<file path="config.mk">
export PLATFORM = sky130hd
export DESIGN_NAME = terminal_datapath
export DESIGN_NICKNAME = d
export VERILOG_FILES = /design/src/logic/term_pkg.sv /design/src/logic/bcd_decade.sv /design/src/logic/terminal_datapath.sv
export SDC_FILE = /design/constraint.sdc
export NUM_CORES = 1
export LEC_CHECK = 0
export ABC_AREA = 1
export BUFFER_PORTS_ARGS = -buffer_cell sky130_fd_sc_hd__buf_2
export CORE_UTILIZATION = 35
export CTS_CLUSTER_DIAMETER = 60
export CTS_CLUSTER_SIZE = 20
export DETAILED_ROUTE_END_ITERATION = 12
export PLACE_DENSITY = 0.71
export SLEW_MARGIN = 30
export SYNTH_ARGS = -nofsm -noshare
export SYNTH_HDL_FRONTEND = slang
export SYNTH_HIERARCHICAL = 1
export SYNTH_SLANG_ARGS = --single-unit
</file>
<file path="constraint.sdc">
create_clock -name ref_clk -period 2.55 [get_ports ref_clk]
set_clock_uncertainty 0.05 [all_clocks]
set_input_delay 0.1275 -clock ref_clk [delete_from_list [all_inputs] [get_ports ref_clk]]
set_output_delay 0.1275 -clock ref_clk [all_outputs]
set_load 0.05 [all_outputs]
</file>
<file path="src/logic/term_pkg.sv">
// constants for the terminal datapath slice: opcodes, select codes, widths
package term_pkg;
    localparam int COUNT_W = 13;
    localparam int DIGIT_W = 4;
    localparam int WORD_W = 12;
    localparam int BYTE_W = 8;
    localparam int DIGITS = 3;

    localparam logic [3:0] DIGIT_MAX = 4'h9;
    localparam logic [3:0] DIGIT_MIN = 4'h0;

    // count register opcodes
    localparam logic [7:0] OP_CLEAR_COUNT = 8'h61;
    localparam logic [7:0] OP_LOAD_COUNT = 8'h62;
    localparam logic [7:0] OP_INC_COUNT = 8'h64;
    localparam logic [7:0] OP_DEC_COUNT = 8'h68;
    localparam logic [7:0] OP_LOAD_CONST = 8'h9f;

    // distribution group: high nibble, low two bits pick the source
    localparam logic [3:0] OP_DIST_GROUP = 4'hd;
    localparam logic [1:0] DIST_ACC = 2'h0;
    localparam logic [1:0] DIST_INDEX = 2'h1;
    localparam logic [1:0] DIST_JOB = 2'h2;
    localparam logic [1:0] DIST_FIELD = 2'h3;

    // transmit opcodes and select codes (mid, low)
    localparam logic [7:0] OP_XMIT_PAD = 8'he0;
    localparam logic [7:0] OP_XMIT_ACK = 8'he4;
    localparam logic [7:0] OP_XMIT_LOW = 8'he8;
    localparam logic [7:0] OP_XMIT_HIGH = 8'hec;
    localparam logic [1:0] XSEL_PAD = 2'h0;
    localparam logic [1:0] XSEL_ACK = 2'h1;
    localparam logic [1:0] XSEL_DATA_LOW = 2'h2;
    localparam logic [1:0] XSEL_DATA_HIGH = 2'h3;
    localparam logic [7:0] PAD_BYTE = 8'hff;
    localparam logic [7:0] ACK_BYTE = 8'h0e;

    // refresh write selector opcodes
    localparam logic [7:0] OP_RFS_ACC = 8'hf0;
    localparam logic [7:0] OP_RFS_CNT0 = 8'hf1;
    localparam logic [7:0] OP_RFS_CNT1 = 8'hf2;
    localparam logic [7:0] OP_RFS_CNT2 = 8'hf3;
    localparam logic [7:0] OP_RFS_CNT12 = 8'hf4;
    localparam logic [7:0] OP_TEST_BANK = 8'hf8;
    localparam logic [3:0] RFS_HIGH_ONES = 4'hf;
    localparam logic [6:0] RFS_TOP_FILL = 7'h00;

    // panel indicator select {lo, hi}
    localparam logic [1:0] PANEL_INSTR = 2'h0;
    localparam logic [1:0] PANEL_COUNT = 2'h1;
    localparam logic [1:0] PANEL_ACC = 2'h2;
    localparam logic [1:0] PANEL_INDEX = 2'h3;
endpackage : term_pkg

</file>
<file path="src/logic/bcd_decade.sv">
// one decade stage of the up/down count register
`timescale 1ns/1ns
module bcd_decade (
    input wire logic ref_clk,
    input wire logic rst,
    input wire logic clear,
    input wire logic load,
    input wire logic [3:0] load_value,
    input wire logic count_en,
    input wire logic up,
    output logic [3:0] digit,
    output logic terminal
);
    logic [3:0] next_digit;
    wire at_max = digit >= term_pkg::DIGIT_MAX;
    wire at_min = digit == term_pkg::DIGIT_MIN;

    // a loaded non-decimal digit wraps like nine so the count recovers
    assign terminal = up ? at_max : at_min;
    assign next_digit = clear ? term_pkg::DIGIT_MIN :
                        load ? load_value :
                        !count_en ? digit :
                        up ? (at_max ? term_pkg::DIGIT_MIN : digit + 4'h1) :
                        (at_min ? term_pkg::DIGIT_MAX : digit - 4'h1);

    always_ff @(posedge ref_clk) begin
        if (rst) begin
            digit <= term_pkg::DIGIT_MIN;
        end else begin
            digit <= next_digit;
        end
    end
endmodule : bcd_decade

</file>
<file path="src/logic/terminal_datapath.sv">
// terminal datapath slice: count register and four selectors
// Operation
// - count output is 13 bits, top bit separate
// - each count stage counts decimal decades
// - opcode 62 at T13 loads operand bus
// - branch load command at T14 loads constants
// - opcode 64 at T14 counts up once
// - opcode 68 at T15 counts down once
// - clear on 61@T12, branch clear, init reset
// - panel selector shows instr, count, acc, index
// - distribution routes acc, index, job, field by opcode
// - distribution select latched at T12, held
// - eight-way transmit select, high bit error display
// - select 000 pad byte, 001 acknowledge byte
// - E8/EC send distribution low/high bits
// - pad/ack chosen by opcode or transmit flags
// - selects 100-111 send four error words
// - F0 writes accumulator low byte
// - F1-F3 write count nibbles, high ones
// - F4 writes count top bit, rest zero
// - F8 issues test bit bank select
`timescale 1ns/1ns
module terminal_datapath #(
    parameter int WORD_W = term_pkg::WORD_W
) (
    input wire logic ref_clk,
    input wire logic rst,
    input wire logic [7:0] opcode,
    input wire logic slot_t12,
    input wire logic slot_t13,
    input wire logic slot_t14,
    input wire logic slot_t15,
    input wire logic branch_load_count,
    input wire logic branch_clear_count,
    input wire logic init_reset,
    input wire logic [12:0] operand_select_bus,
    input wire logic panel_select_lo,
    input wire logic panel_select_hi,
    input wire logic [3:0] instr_nibble_low,
    input wire logic [3:0] instr_nibble_mid,
    input wire logic [3:0] instr_nibble_high,
    input wire logic [WORD_W-1:0] accumulator_bits,
    input wire logic [WORD_W-1:0] index_reg_bits,
    input wire logic [WORD_W-1:0] job_definition_reg,
    input wire logic [WORD_W-1:0] field_definition_reg,
    input wire logic [11:0] error_reg1,
    input wire logic [11:0] error_reg2,
    input wire logic error_display,
    input wire logic [1:0] error_word_sel,
    input wire logic xmit_flag_pad,
    input wire logic xmit_flag_ack,
    output logic [12:0] count_reg_bits,
    output logic [WORD_W-1:0] panel_indicator,
    output logic [WORD_W-1:0] distribution_out,
    output logic xmit_sel_high,
    output logic xmit_sel_mid,
    output logic xmit_sel_low,
    output logic [7:0] xmit_output_bits,
    output logic [7:0] refresh_write_data,
    output logic refresh_write_valid,
    output logic test_bit_bank_select
);
    localparam int DIGITS = term_pkg::DIGITS;
    localparam int DW = term_pkg::DIGIT_W;

    function automatic logic op_at(input logic [7:0] op,
                                   input logic [7:0] code,
                                   input logic slot);
        op_at = slot && (op == code);
    endfunction : op_at

    // ---------------- count register ----------------
    wire cnt_clear = init_reset
                     || op_at(opcode, term_pkg::OP_CLEAR_COUNT, slot_t12)
                     || (branch_clear_count
                         && op_at(opcode, term_pkg::OP_LOAD_CONST,
                                  slot_t13));
    wire cnt_load_ram = op_at(opcode, term_pkg::OP_LOAD_COUNT,
                              slot_t13);
    wire cnt_load_const = branch_load_count && slot_t14;
    wire cnt_load = cnt_load_ram || cnt_load_const;
    wire cnt_up = op_at(opcode, term_pkg::OP_INC_COUNT, slot_t14);
    wire cnt_down = op_at(opcode, term_pkg::OP_DEC_COUNT,
                          slot_t15);
    wire cnt_step = (cnt_up || cnt_down) && !cnt_load;

    logic [DIGITS-1:0] stage_term;
    logic [DIGITS:0] stage_en;
    logic top_bit;
    logic next_top_bit;
    logic [DW*DIGITS-1:0] digits;

    assign stage_en[0] = cnt_step;

    // each decade steps only when every lower decade wraps
    genvar gi;
    generate
        for (gi = 0; gi < DIGITS; gi++) begin : g_decade
            bcd_decade u_decade (
                .ref_clk(ref_clk),
                .rst(rst),
                .clear(cnt_clear),
                .load(cnt_load),
                .load_value(operand_select_bus[gi*DW +: DW]),
                .count_en(stage_en[gi]),
                .up(cnt_up),
                .digit(digits[gi*DW +: DW]),
                .terminal(stage_term[gi])
            );
            assign stage_en[gi+1] = stage_en[gi] && stage_term[gi];
        end
    endgenerate

    // thirteenth bit behaves as a toggling flip-flop on carry or borrow out of the third decade
    assign next_top_bit = cnt_clear ? 1'b0 :
                          cnt_load ? operand_select_bus[12] :
                          stage_en[DIGITS] ? !top_bit : top_bit;

    always_ff @(posedge ref_clk) begin
        if (rst) begin
            top_bit <= 1'b0;
        end else begin
            top_bit <= next_top_bit;
        end
    end

    assign count_reg_bits = {top_bit, digits};

    // ---------------- panel indicator selector ----------------
    wire [1:0] panel_sel = {panel_select_lo, panel_select_hi};
    wire [WORD_W-1:0] instr_word =
        WORD_W'({instr_nibble_high, instr_nibble_mid, instr_nibble_low});
    wire [WORD_W-1:0] count_word = WORD_W'(digits);
    logic [WORD_W-1:0] next_panel;

    always_comb begin
        unique case (panel_sel)
            term_pkg::PANEL_INSTR: next_panel = instr_word;
            term_pkg::PANEL_COUNT: next_panel = count_word;
            term_pkg::PANEL_ACC: next_panel = accumulator_bits;
            term_pkg::PANEL_INDEX: next_panel = index_reg_bits;
        endcase
    end

    // ---------------- distribution selector ----------------
    logic [1:0] dist_sel;
    logic [WORD_W-1:0] next_dist;
    wire dist_take = slot_t12 && (opcode[7:4] == term_pkg::OP_DIST_GROUP);

    always_ff @(posedge ref_clk) begin
        if (rst) begin
            dist_sel <= term_pkg::DIST_ACC;
        end else if (dist_take) begin
            dist_sel <= opcode[1:0];
        end
    end

    always_comb begin
        unique case (dist_sel)
            term_pkg::DIST_ACC: next_dist = accumulator_bits;
            term_pkg::DIST_INDEX: next_dist = index_reg_bits;
            term_pkg::DIST_JOB: next_dist = job_definition_reg;
            term_pkg::DIST_FIELD: next_dist = field_definition_reg;
        endcase
    end

    // ---------------- transmit selector ----------------
    logic [1:0] xmit_sel;
    logic [1:0] next_xmit_sel;
    logic [7:0] next_xmit;

    // flags from the receive side win over a same-cycle opcode
    always_comb begin
        next_xmit_sel = xmit_sel;
        if (xmit_flag_pad) begin
            next_xmit_sel = term_pkg::XSEL_PAD;
        end else if (xmit_flag_ack) begin
            next_xmit_sel = term_pkg::XSEL_ACK;
        end else if (op_at(opcode, term_pkg::OP_XMIT_PAD, slot_t12)) begin
            next_xmit_sel = term_pkg::XSEL_PAD;
        end else if (op_at(opcode, term_pkg::OP_XMIT_ACK, slot_t12)) begin
            next_xmit_sel = term_pkg::XSEL_ACK;
        end else if (op_at(opcode, term_pkg::OP_XMIT_LOW, slot_t12)) begin
            next_xmit_sel = term_pkg::XSEL_DATA_LOW;
        end else if (op_at(opcode, term_pkg::OP_XMIT_HIGH, slot_t12)) begin
            next_xmit_sel = term_pkg::XSEL_DATA_HIGH;
        end
    end

    always_ff @(posedge ref_clk) begin
        if (rst) begin
            xmit_sel <= term_pkg::XSEL_PAD;
        end else begin
            xmit_sel <= next_xmit_sel;
        end
    end

    // error display owns the high bit and the word index
    assign xmit_sel_high = error_display;
    wire [1:0] xmit_sel_eff = error_display ? error_word_sel : xmit_sel;
    assign xmit_sel_mid = xmit_sel_eff[1];
    assign xmit_sel_low = xmit_sel_eff[0];

    wire [11:0] m1 = 12'(distribution_out);

    always_comb begin
        unique case ({xmit_sel_high, xmit_sel_eff})
            3'h0: next_xmit = term_pkg::PAD_BYTE;
            3'h1: next_xmit = term_pkg::ACK_BYTE;
            3'h2: next_xmit = m1[7:0];
            3'h3: next_xmit = {4'h0, m1[11:8]};
            // bit 0 of each byte is the first transmitted line
            3'h4: next_xmit = {2'b00, error_reg1[6], error_reg1[7],
                               error_reg1[8], error_reg1[9],
                               error_reg1[10], 1'b0};
            3'h5: next_xmit = {2'b01, error_reg1[5:0]};
            3'h6: next_xmit = {2'b10, error_reg2[11:6]};
            3'h7: next_xmit = {2'b11, error_reg2[5:0]};
        endcase
    end

    // ---------------- refresh write selector ----------------
    wire rfs_acc = op_at(opcode, term_pkg::OP_RFS_ACC, slot_t12);
    wire rfs_c0 = op_at(opcode, term_pkg::OP_RFS_CNT0, slot_t12);
    wire rfs_c1 = op_at(opcode, term_pkg::OP_RFS_CNT1, slot_t12);
    wire rfs_c2 = op_at(opcode, term_pkg::OP_RFS_CNT2, slot_t12);
    wire rfs_c12 = op_at(opcode, term_pkg::OP_RFS_CNT12, slot_t12);
    wire rfs_any = rfs_acc || rfs_c0 || rfs_c1 || rfs_c2 || rfs_c12;
    wire test_bank = op_at(opcode, term_pkg::OP_TEST_BANK,
                           slot_t12);
    logic [7:0] next_rfs;

    always_comb begin
        next_rfs = refresh_write_data;
        if (rfs_acc) begin
            next_rfs = accumulator_bits[7:0];
        end else if (rfs_c0) begin
            next_rfs = {term_pkg::RFS_HIGH_ONES,
                        count_reg_bits[3:0]};
        end else if (rfs_c1) begin
            next_rfs = {term_pkg::RFS_HIGH_ONES, count_reg_bits[7:4]};
        end else if (rfs_c2) begin
            next_rfs = {term_pkg::RFS_HIGH_ONES, count_reg_bits[11:8]};
        end else if (rfs_c12) begin
            next_rfs = {term_pkg::RFS_TOP_FILL,
                        count_reg_bits[12]};
        end
    end

    // ---------------- output registers ----------------
    // one cycle of latency keeps every data output glitch free
    always_ff @(posedge ref_clk) begin
        if (rst) begin
            panel_indicator <= '0;
            distribution_out <= '0;
            xmit_output_bits <= '0;
            refresh_write_data <= '0;
            refresh_write_valid <= 1'b0;
            test_bit_bank_select <= 1'b0;
        end else begin
            panel_indicator <= next_panel;
            distribution_out <= next_dist;
            xmit_output_bits <= next_xmit;
            refresh_write_data <= next_rfs;
            refresh_write_valid <= rfs_any;
            test_bit_bank_select <= test_bank;
        end
    end
endmodule : terminal_datapath

</file>
==> results of run 1 <==
==> layout make-up <==
| cell class | instances | share of cell area, % |
|---|---|---|
| clock inverter | 6 | 1.22 |
| inverter | 77 | 5.44 |
| clock buffer | 10 | 2.59 |
| multi-input combinational | 447 | 45.2 |
| sequential | 59 | 22.2 |
| tap | 140 | 3.30 |
| timing repair buffer | 197 | 20.0 |
==> sequential cells by signal (all words and copies together) (netlist names) <==
signal and cells:
dist_sel 2, distribution_out 12, g_decade.u_decade/digit 12, panel_indicator 12, refresh_write_data 8, refresh_write_valid 1, test_bit_bank_select 1, top_bit 1
xmit_output_bits 8, xmit_sel 2
==> power by group <==
part | leakage (nW) | total, W | switching, W | internal (W)
registers | 0.485 | 0.000989 | 0.0000245 | 0.000964
logic | 2.04 | 0.000583 | 0.000395 | 0.000188
clock network | 0.102 | 0.000900 | 0.000423 | 0.000478
==> synthesized netlist by cell type, types with 2 or more instances <==
master	count	area (um^2)
a21oi_1	47	235
a21oi_2	3	26.3
a221oi_1	23	201
a22oi_1	12	90.1
a31oi_1	11	68.8
a41oi_1	2	17.5
buf_2	4	20.0
buf_4	2	15.0
clkbuf_1	10	37.5
dfxtp_1	59	1180
ha_1	12	150
inv_1	70	263
inv_2	7	26.3
nand2_1	137	514
nand2_2	2	12.5
nand3_1	55	275
nand3_2	7	70.1
nand4_1	13	81.3
nor2_1	48	180
nor2_2	5	31.3
nor2_4	3	33.8
nor3_1	6	30.0
nor4_1	5	31.3
o21ai_0	39	195
or2_2	7	43.8
==> worst reg2reg max path, cell delays in order, from the launching register on <==
cell and delay, ns:
dfxtp_1 0.31, inv_1 0.13, ha_1 0.23, nand3_2 0.12, o21ai_0 0.30, inv_1 0.10
nor4_1 0.36, nor2_1 0.18, a22oi_1 0.20, a21oi_2 0.08
==> cell families (layout without fill, tap and decap cells) <==
family                     Yosys count  after routing  synth area share [%]
AOI/OAI and AO/OA                  142            142                  22.4
adders and majority gates           12             12                  3.81
buffers and inverters               93            290                  9.17
DFF                                 59             59                  29.9
and+or+nand+nor                    293            293                  34.7
==> routing by layer <==
metal / track usage, % / routed length, um / part of all wire [%] / up-vias
li1: - / - / - / 2432
met2: 42.0 / 6950 / 47 / 216
met4: 8.41 / 280 / 1.9 / 0
met1: 30.4 / 6210 / 42 / 2176
met3: 5.24 / 1200 / 8.2 / 22
met5: 0 / 0 / 0 / -
==> final timing paths <==
check / endpoint / cells after the start
setup / recovery: g_decade[2].u_decade/digit[3] / 9
hold / removal: xmit_output_bits[4] / 3
setup reg to reg: g_decade[2].u_decade/digit[3] / 9
hold reg to reg: refresh_write_data[7] / 2
==> metrics by stage <==
step / power (W) / hold slack [ns]
detailed placement: 0.00157 / 0.338
global route: 0.00258 / 0.00124
finish: 0.00247 / 0.00902
CTS: 0.00248 / 0.000662
floorplan: 0.00135 / 0.147
global placement: 0.00157 / 0.338
==> run metrics, run 1 <==
DR vias/cell 5.18; Slowest cell on crit path nor4_1; outcome finished clean; Reg clk slew, reported paths 0.07 ns; HP Class input pin to flip-flop; Worst Setup SP g_decade[0].u_decade/digit[1]; first-pass GRT wire length 22.1 mm; Ys Warns 6; post-route ant nets 0; Cell Area, Synth 0.00394 mm^2; cts repair resizes 0; cell family with most CP delay simple AND/OR/NAND/NOR gates; fin crit period 2.16 ns; Die Wd 108 um; Die ar. 0.0117 mm^2; Crit Path Class flip-flop to flip-flop; CP dominant cell by count inv_1; setup slack, reg-to-reg 0.39 ns; initial DRC count 517; Worst Setup Slack, final 0.395 ns; Worst Tran Pin Value 0.877 ns; leakage 2.63 nW; CTS Buffer Depth 2; CTS Sinks 59; number of global-route vias before repair 4,368; Post-synth ARST share 0%; IO Count 179; Area Growth Syn to Fin 34.7%; GRT Util Overall 24.6%; pwr dens 465 mW/mm^2; Setup crit end kind flip-flop; num rows 38; syn nets 732; Distinct cells, synth 35; Mapped Avg Cell Area 6.58 um^2; buffer and inverter count on the worst path 2; vias 4,846; Non-Filler Instances 936; Fmax 0.464 GHz; CTS Buf Count 9; DRT Wirelength 14.6 mm; worst ir drop on vdd 0.229 mV; Hold Buf Count CTS 10; core region area 0.0109 mm^2; setup_tns 0 ns; Layout Nets 924; dpl ws 0.253 ns; antenna violations before repair 0; Slew headroom 41.5%; area of placed instances 0.00500 mm^2; Post-synth EDFFs 0; ys flop type dfxtp_1; Final Cycle Share 84.5%; RR Startpoint g_decade[0].u_decade/digit[1]; GRT overflow 0; Crit path largest cell delay 0.36 ns; critical-path cell list inv_1, ha_1, nand3_2, o21ai_0, inv_1, nor4_1, nor2_1, a22oi_1, a21oi_2; IO buf count 177; CTS H-Tree Depth 3; Clk Latency, worst-skew pair 0.35 ns; Worst EP arrival 2.34 ns; root buffer cell clkbuf_8; post-DP HPWL 11.4 mm; placed insts 909; Filler cells 1,137; ratio of cells with drive above 1 in the final layout 30.5%; setup repair after global routing missed its margin false; WP data required 2.74 ns; routed length per placed instance 15.6 um; number of diodes 0; hold path start error_reg2[10]; Initial Utilization 36.2%; CTS tree built; area of the multi-input gates 0.00240 mm^2; synthesized flop and latch total 59; most common cell after layout, fill and taps aside buf_2; final slew viol count 0; Setup crit start kind flip-flop; drt first pass iters 5; DRC 0; Crit Path Max Fanout 6; GPL Wtd Cong 0.875; final core area utilization 48.8%; final instance area 0.00531 mm^2; postcts setup bufs 0; count of final hold-check violations 0; MaxCap Viol Count 0; largest net degree at the start of global routing 32; most frequent cells in the layout 177 x buf_2, 137 x nand2_1, 70 x inv_1; post-synthesis sequential area ratio 29.9%; Die Ht 108 um; final setup vio count 0; sequential standard cell area 0.00118 mm^2; Synth Instances 599
Power figures use the tool's default switching activity.
==> run 2: changes to the inputs <==
--- a/config.mk
+++ b/config.mk
@@ -5,7 +5,7 @@
 export SDC_FILE = /design/constraint.sdc
 export NUM_CORES = 1
 export LEC_CHECK = 0
-export ABC_AREA = 1
+export ABC_AREA = 0
 export BUFFER_PORTS_ARGS = -buffer_cell sky130_fd_sc_hd__buf_2
 export CORE_UTILIZATION = 35
 export CTS_CLUSTER_DIAMETER = 60
==> constraint.sdc (replaced) <==
create_clock -name ref_clk -period 2 [get_ports ref_clk]
set_clock_uncertainty 0.05 [all_clocks]
set_input_delay 0.1 -clock ref_clk [delete_from_list [all_inputs] [get_ports ref_clk]]
set_output_delay 0.1 -clock ref_clk [all_outputs]
set_load 0.05 [all_outputs]
==> run 2 against run 1 <==
The flow now finishes with violations (negative setup slack). Via count down 17%. Critical path depth unchanged. Routed wire length is 9.9% lower. Sequential power rose by 26%. Clock power increased by 24%. Worst setup slack got worse by 0.41 ns. Sequential share of layout area decreased by 0.69 points. Register-to-register slack worse by 0.41 ns. Highest routed layer unchanged.
==> run metrics, run 2 <==
largest net degree at the start of global routing 26 (was 32); CTS Buf Count 9 (unchanged); failing checks negative setup slack; post-synthesis sequential area ratio 31.1% (was 29.9%); ranking of synthesized cells by area dfxtp_1 31%, mux4_2 19%, and2_1 4.1%, ha_1 3.9%, nor2_1 3.3% (was dfxtp_1 30%, nand2_1 13%, nand3_1 7.0%, inv_1 6.7%, a21oi_1 6.0%); DR vias/cell 5.32 (was 5.18); final instance area 0.00559 mm^2 (was 0.00531 mm^2); RR Startpoint g_decade[0].u_decade/digit[1] (unchanged); ratio of cells with drive above 1 in the final layout 52.3% (was 30.5%); final setup vio count 1 (was 0); Die Ht 106 um (was 108 um); synthesized flop and latch total 59 (unchanged); Final Cycle Share 101% (was 84.5%); count of final hold-check violations 0 (unchanged); Setup crit start kind flip-flop (unchanged); Worst EP arrival 2.18 ns (was 2.34 ns); Setup crit end kind flip-flop (unchanged); overall power 0.00322 W (was 0.00247 W); CTS Sinks 59 (unchanged); Distinct cells, synth 50 (was 35); WP data required 2.17 ns (was 2.74 ns); number of global-route vias before repair 4,094 (was 4,368); DRT Wirelength 13.2 mm (was 14.6 mm); setup repair after global routing missed its margin true (was false); vias 4,024 (was 4,846); MaxCap Viol Count 0 (unchanged); Mapped Avg Cell Area 9.77 um^2 (was 6.58 um^2); root buffer cell clkbuf_8 (unchanged); leakage 2.58 nW (was 2.63 nW); Slew headroom 62.6% (was 41.5%); Synth top area share 31.1% (was 29.9%); most common cell after layout, fill and taps aside buf_2 (unchanged); first-pass GRT wire length 20.4 mm (was 22.1 mm); Clk Latency, worst-skew pair 0.34 ns (was 0.35 ns); syn nets 522 (was 732); initial DRC count 187 (was 517); Synth Instances 389 (was 599); Die Wd 106 um (was 108 um); Post-synth ARST share 0% (unchanged); routed length per placed instance 17.5 um (was 15.6 um); Layout Nets 748 (was 924); Crit Path Class flip-flop to flip-flop (unchanged); ys flop type dfxtp_1 (unchanged); placed insts 727 (was 909); hold path start operand_select_bus[2] (was error_reg2[10]); Worst Setup Slack, final -0.0103 ns (was 0.395 ns); antenna violations before repair 0 (unchanged); core region area 0.0104 mm^2 (was 0.0109 mm^2); GRT Util Overall 23.4% (was 24.6%); top-count cell post-synth dfxtp_1 (was nand2_1); post-DP HPWL 10.5 mm (was 11.4 mm); HP Class input pin to flip-flop (unchanged); CTS H-Tree Depth 3 (unchanged); Cell Area, Synth 0.00380 mm^2 (was 0.00394 mm^2); outcome finished, violations left (was finished clean); GPL Wtd Cong 0.921 (was 0.875); IO Count 179 (unchanged); Fmax 0.497 GHz (was 0.464 GHz); GRT overflow 0 (unchanged); post-route ant nets 0 (unchanged); Die ar. 0.0113 mm^2 (was 0.0117 mm^2); Post-synth EDFFs 0 (unchanged); commonest cells in the netlist 59 x dfxtp_1, 33 x nor2_1, 32 x mux4_2 (was 137 x nand2_1, 70 x inv_1, 59 x dfxtp_1); area of placed instances 0.00515 mm^2 (was 0.00500 mm^2); number of diodes 0 (unchanged); Ys Warns 6 (unchanged); dominant cell type by area after synthesis dfxtp_1 (unchanged); most frequent cells in the layout 177 x buf_2, 53 x dfxtp_1, 51 x buf_4 (was 177 x buf_2, 137 x nand2_1, 70 x inv_1); Fin Hold WS 0.0136 ns (was 0.00902 ns); num rows 37 (was 38); Worst Tran Pin Value 0.557 ns (was 0.877 ns); Crit Path Max Fanout 4 (was 6); Worst Setup SP g_decade[0].u_decade/digit[1] (unchanged); Reg clk slew, reported paths 0.08 ns (was 0.07 ns); pwr dens 576 mW/mm^2 (was 465 mW/mm^2); CTS tree built (unchanged); fin crit period 2.01 ns (was 2.16 ns); Initial Utilization 36.5% (was 36.2%); Area Growth Syn to Fin 46.9% (was 34.7%); top flop regs distribution_out (12), g_decade.u_decade/digit (12), panel_indicator (12) (unchanged); drt first pass iters 5 (unchanged); worst ir drop on vdd 0.324 mV (was 0.229 mV); CTS Buffer Depth 2 (unchanged); final slew viol count 0 (unchanged); DRC 0 (unchanged); Non-Filler Instances 756 (was 936); IO buf count 177 (unchanged)
==> run 2: area by class of cell <==
type                       instances  area [um^2]
tap                              136          170
sequential                        59         1200
multi-input combinational        285         2550
fill                             962         4830
inverter                          25          114
timing repair buffer             235         1350
clock buffer                      10          138
clock inverter                     6         63.8
==> run 2: worst paths after layout <==
| check | slack (ns) | end | depth (start not counted) |
|---|---|---|---|
| worst max-delay path | -0.01 | g_decade[1].u_decade/digit[3] | 9 |
| worst min-delay path | 0.01 | g_decade[0].u_decade/digit[2] | 3 |
| worst max register to register | -0.01 | g_decade[1].u_decade/digit[3] | 9 |
| worst min register to register | 0.49 | refresh_write_data[3] | 2 |
==> run 2: per-stage QoR <==
step / utilization (%) / setup TNS [ns] / worst slack [ns]
finish: 53.6 / -0.0103 / -0.0103
global route: 53.6 / -0.404 / -0.105
CTS: 52.4 / 0 / 0.000882
detailed placement: 49.5 / -0.603 / -0.163
global placement: 49.5 / -0.263 / -0.0814
floorplan: - / -0.145 / -0.0569
==> run 2: cell families after synthesis <==
| group | share of synthesized area [%] |
|---|---|
| buffers and inverters | 5.50 |
| DFF | 31.1 |
| muxes | 21.9 |
| and+or+nand+nor | 18.2 |
| adders and majority gates | 3.95 |
| AOI/OAI and AO/OA | 17.7 |
| xor gates and xnor gates | 1.61 |
==> run 2: layer usage <==
metal	routed length, um	share of wire [%]	track usage (%)
met3	795	6.0	5.15
met4	328	2.5	6.55
met1	5300	40	26.8
met5	0	0	0
met2	6770	51	43.1
==> run 2: what timing repair did <==
action | 4_1_cts | 5_1_grt
buffers inserted | 2 | 5
hold buffers | 6 | 0
endpoints found under the setup margin | 6 | 6
gates resized for setup | 10 | 18
cloned | 0 | 0
endpoints found under the hold margin | 5 | 0
pin swaps | 1 | 15
==> run 2: power breakdown <==
| part | switching (W) | internal [W] |
|---|---|---|
| clock | 0.000512 | 0.000610 |
| combinational | 0.000491 | 0.000354 |
| sequential | 0.0000280 | 0.00122 |
| total | 0.00103 | 0.00219 |
==> run 2: critical path, stage by stage (launching register included) <==
cell and delay, ns:
dfxtp_4 0.36, inv_6 0.07, ha_4 0.13, or3b_4 0.39, a21boi_4 0.18, nor2_4 0.07, and2_4 0.15, or3_1 0.34
o211ai_1 0.10, a31oi_1 0.06
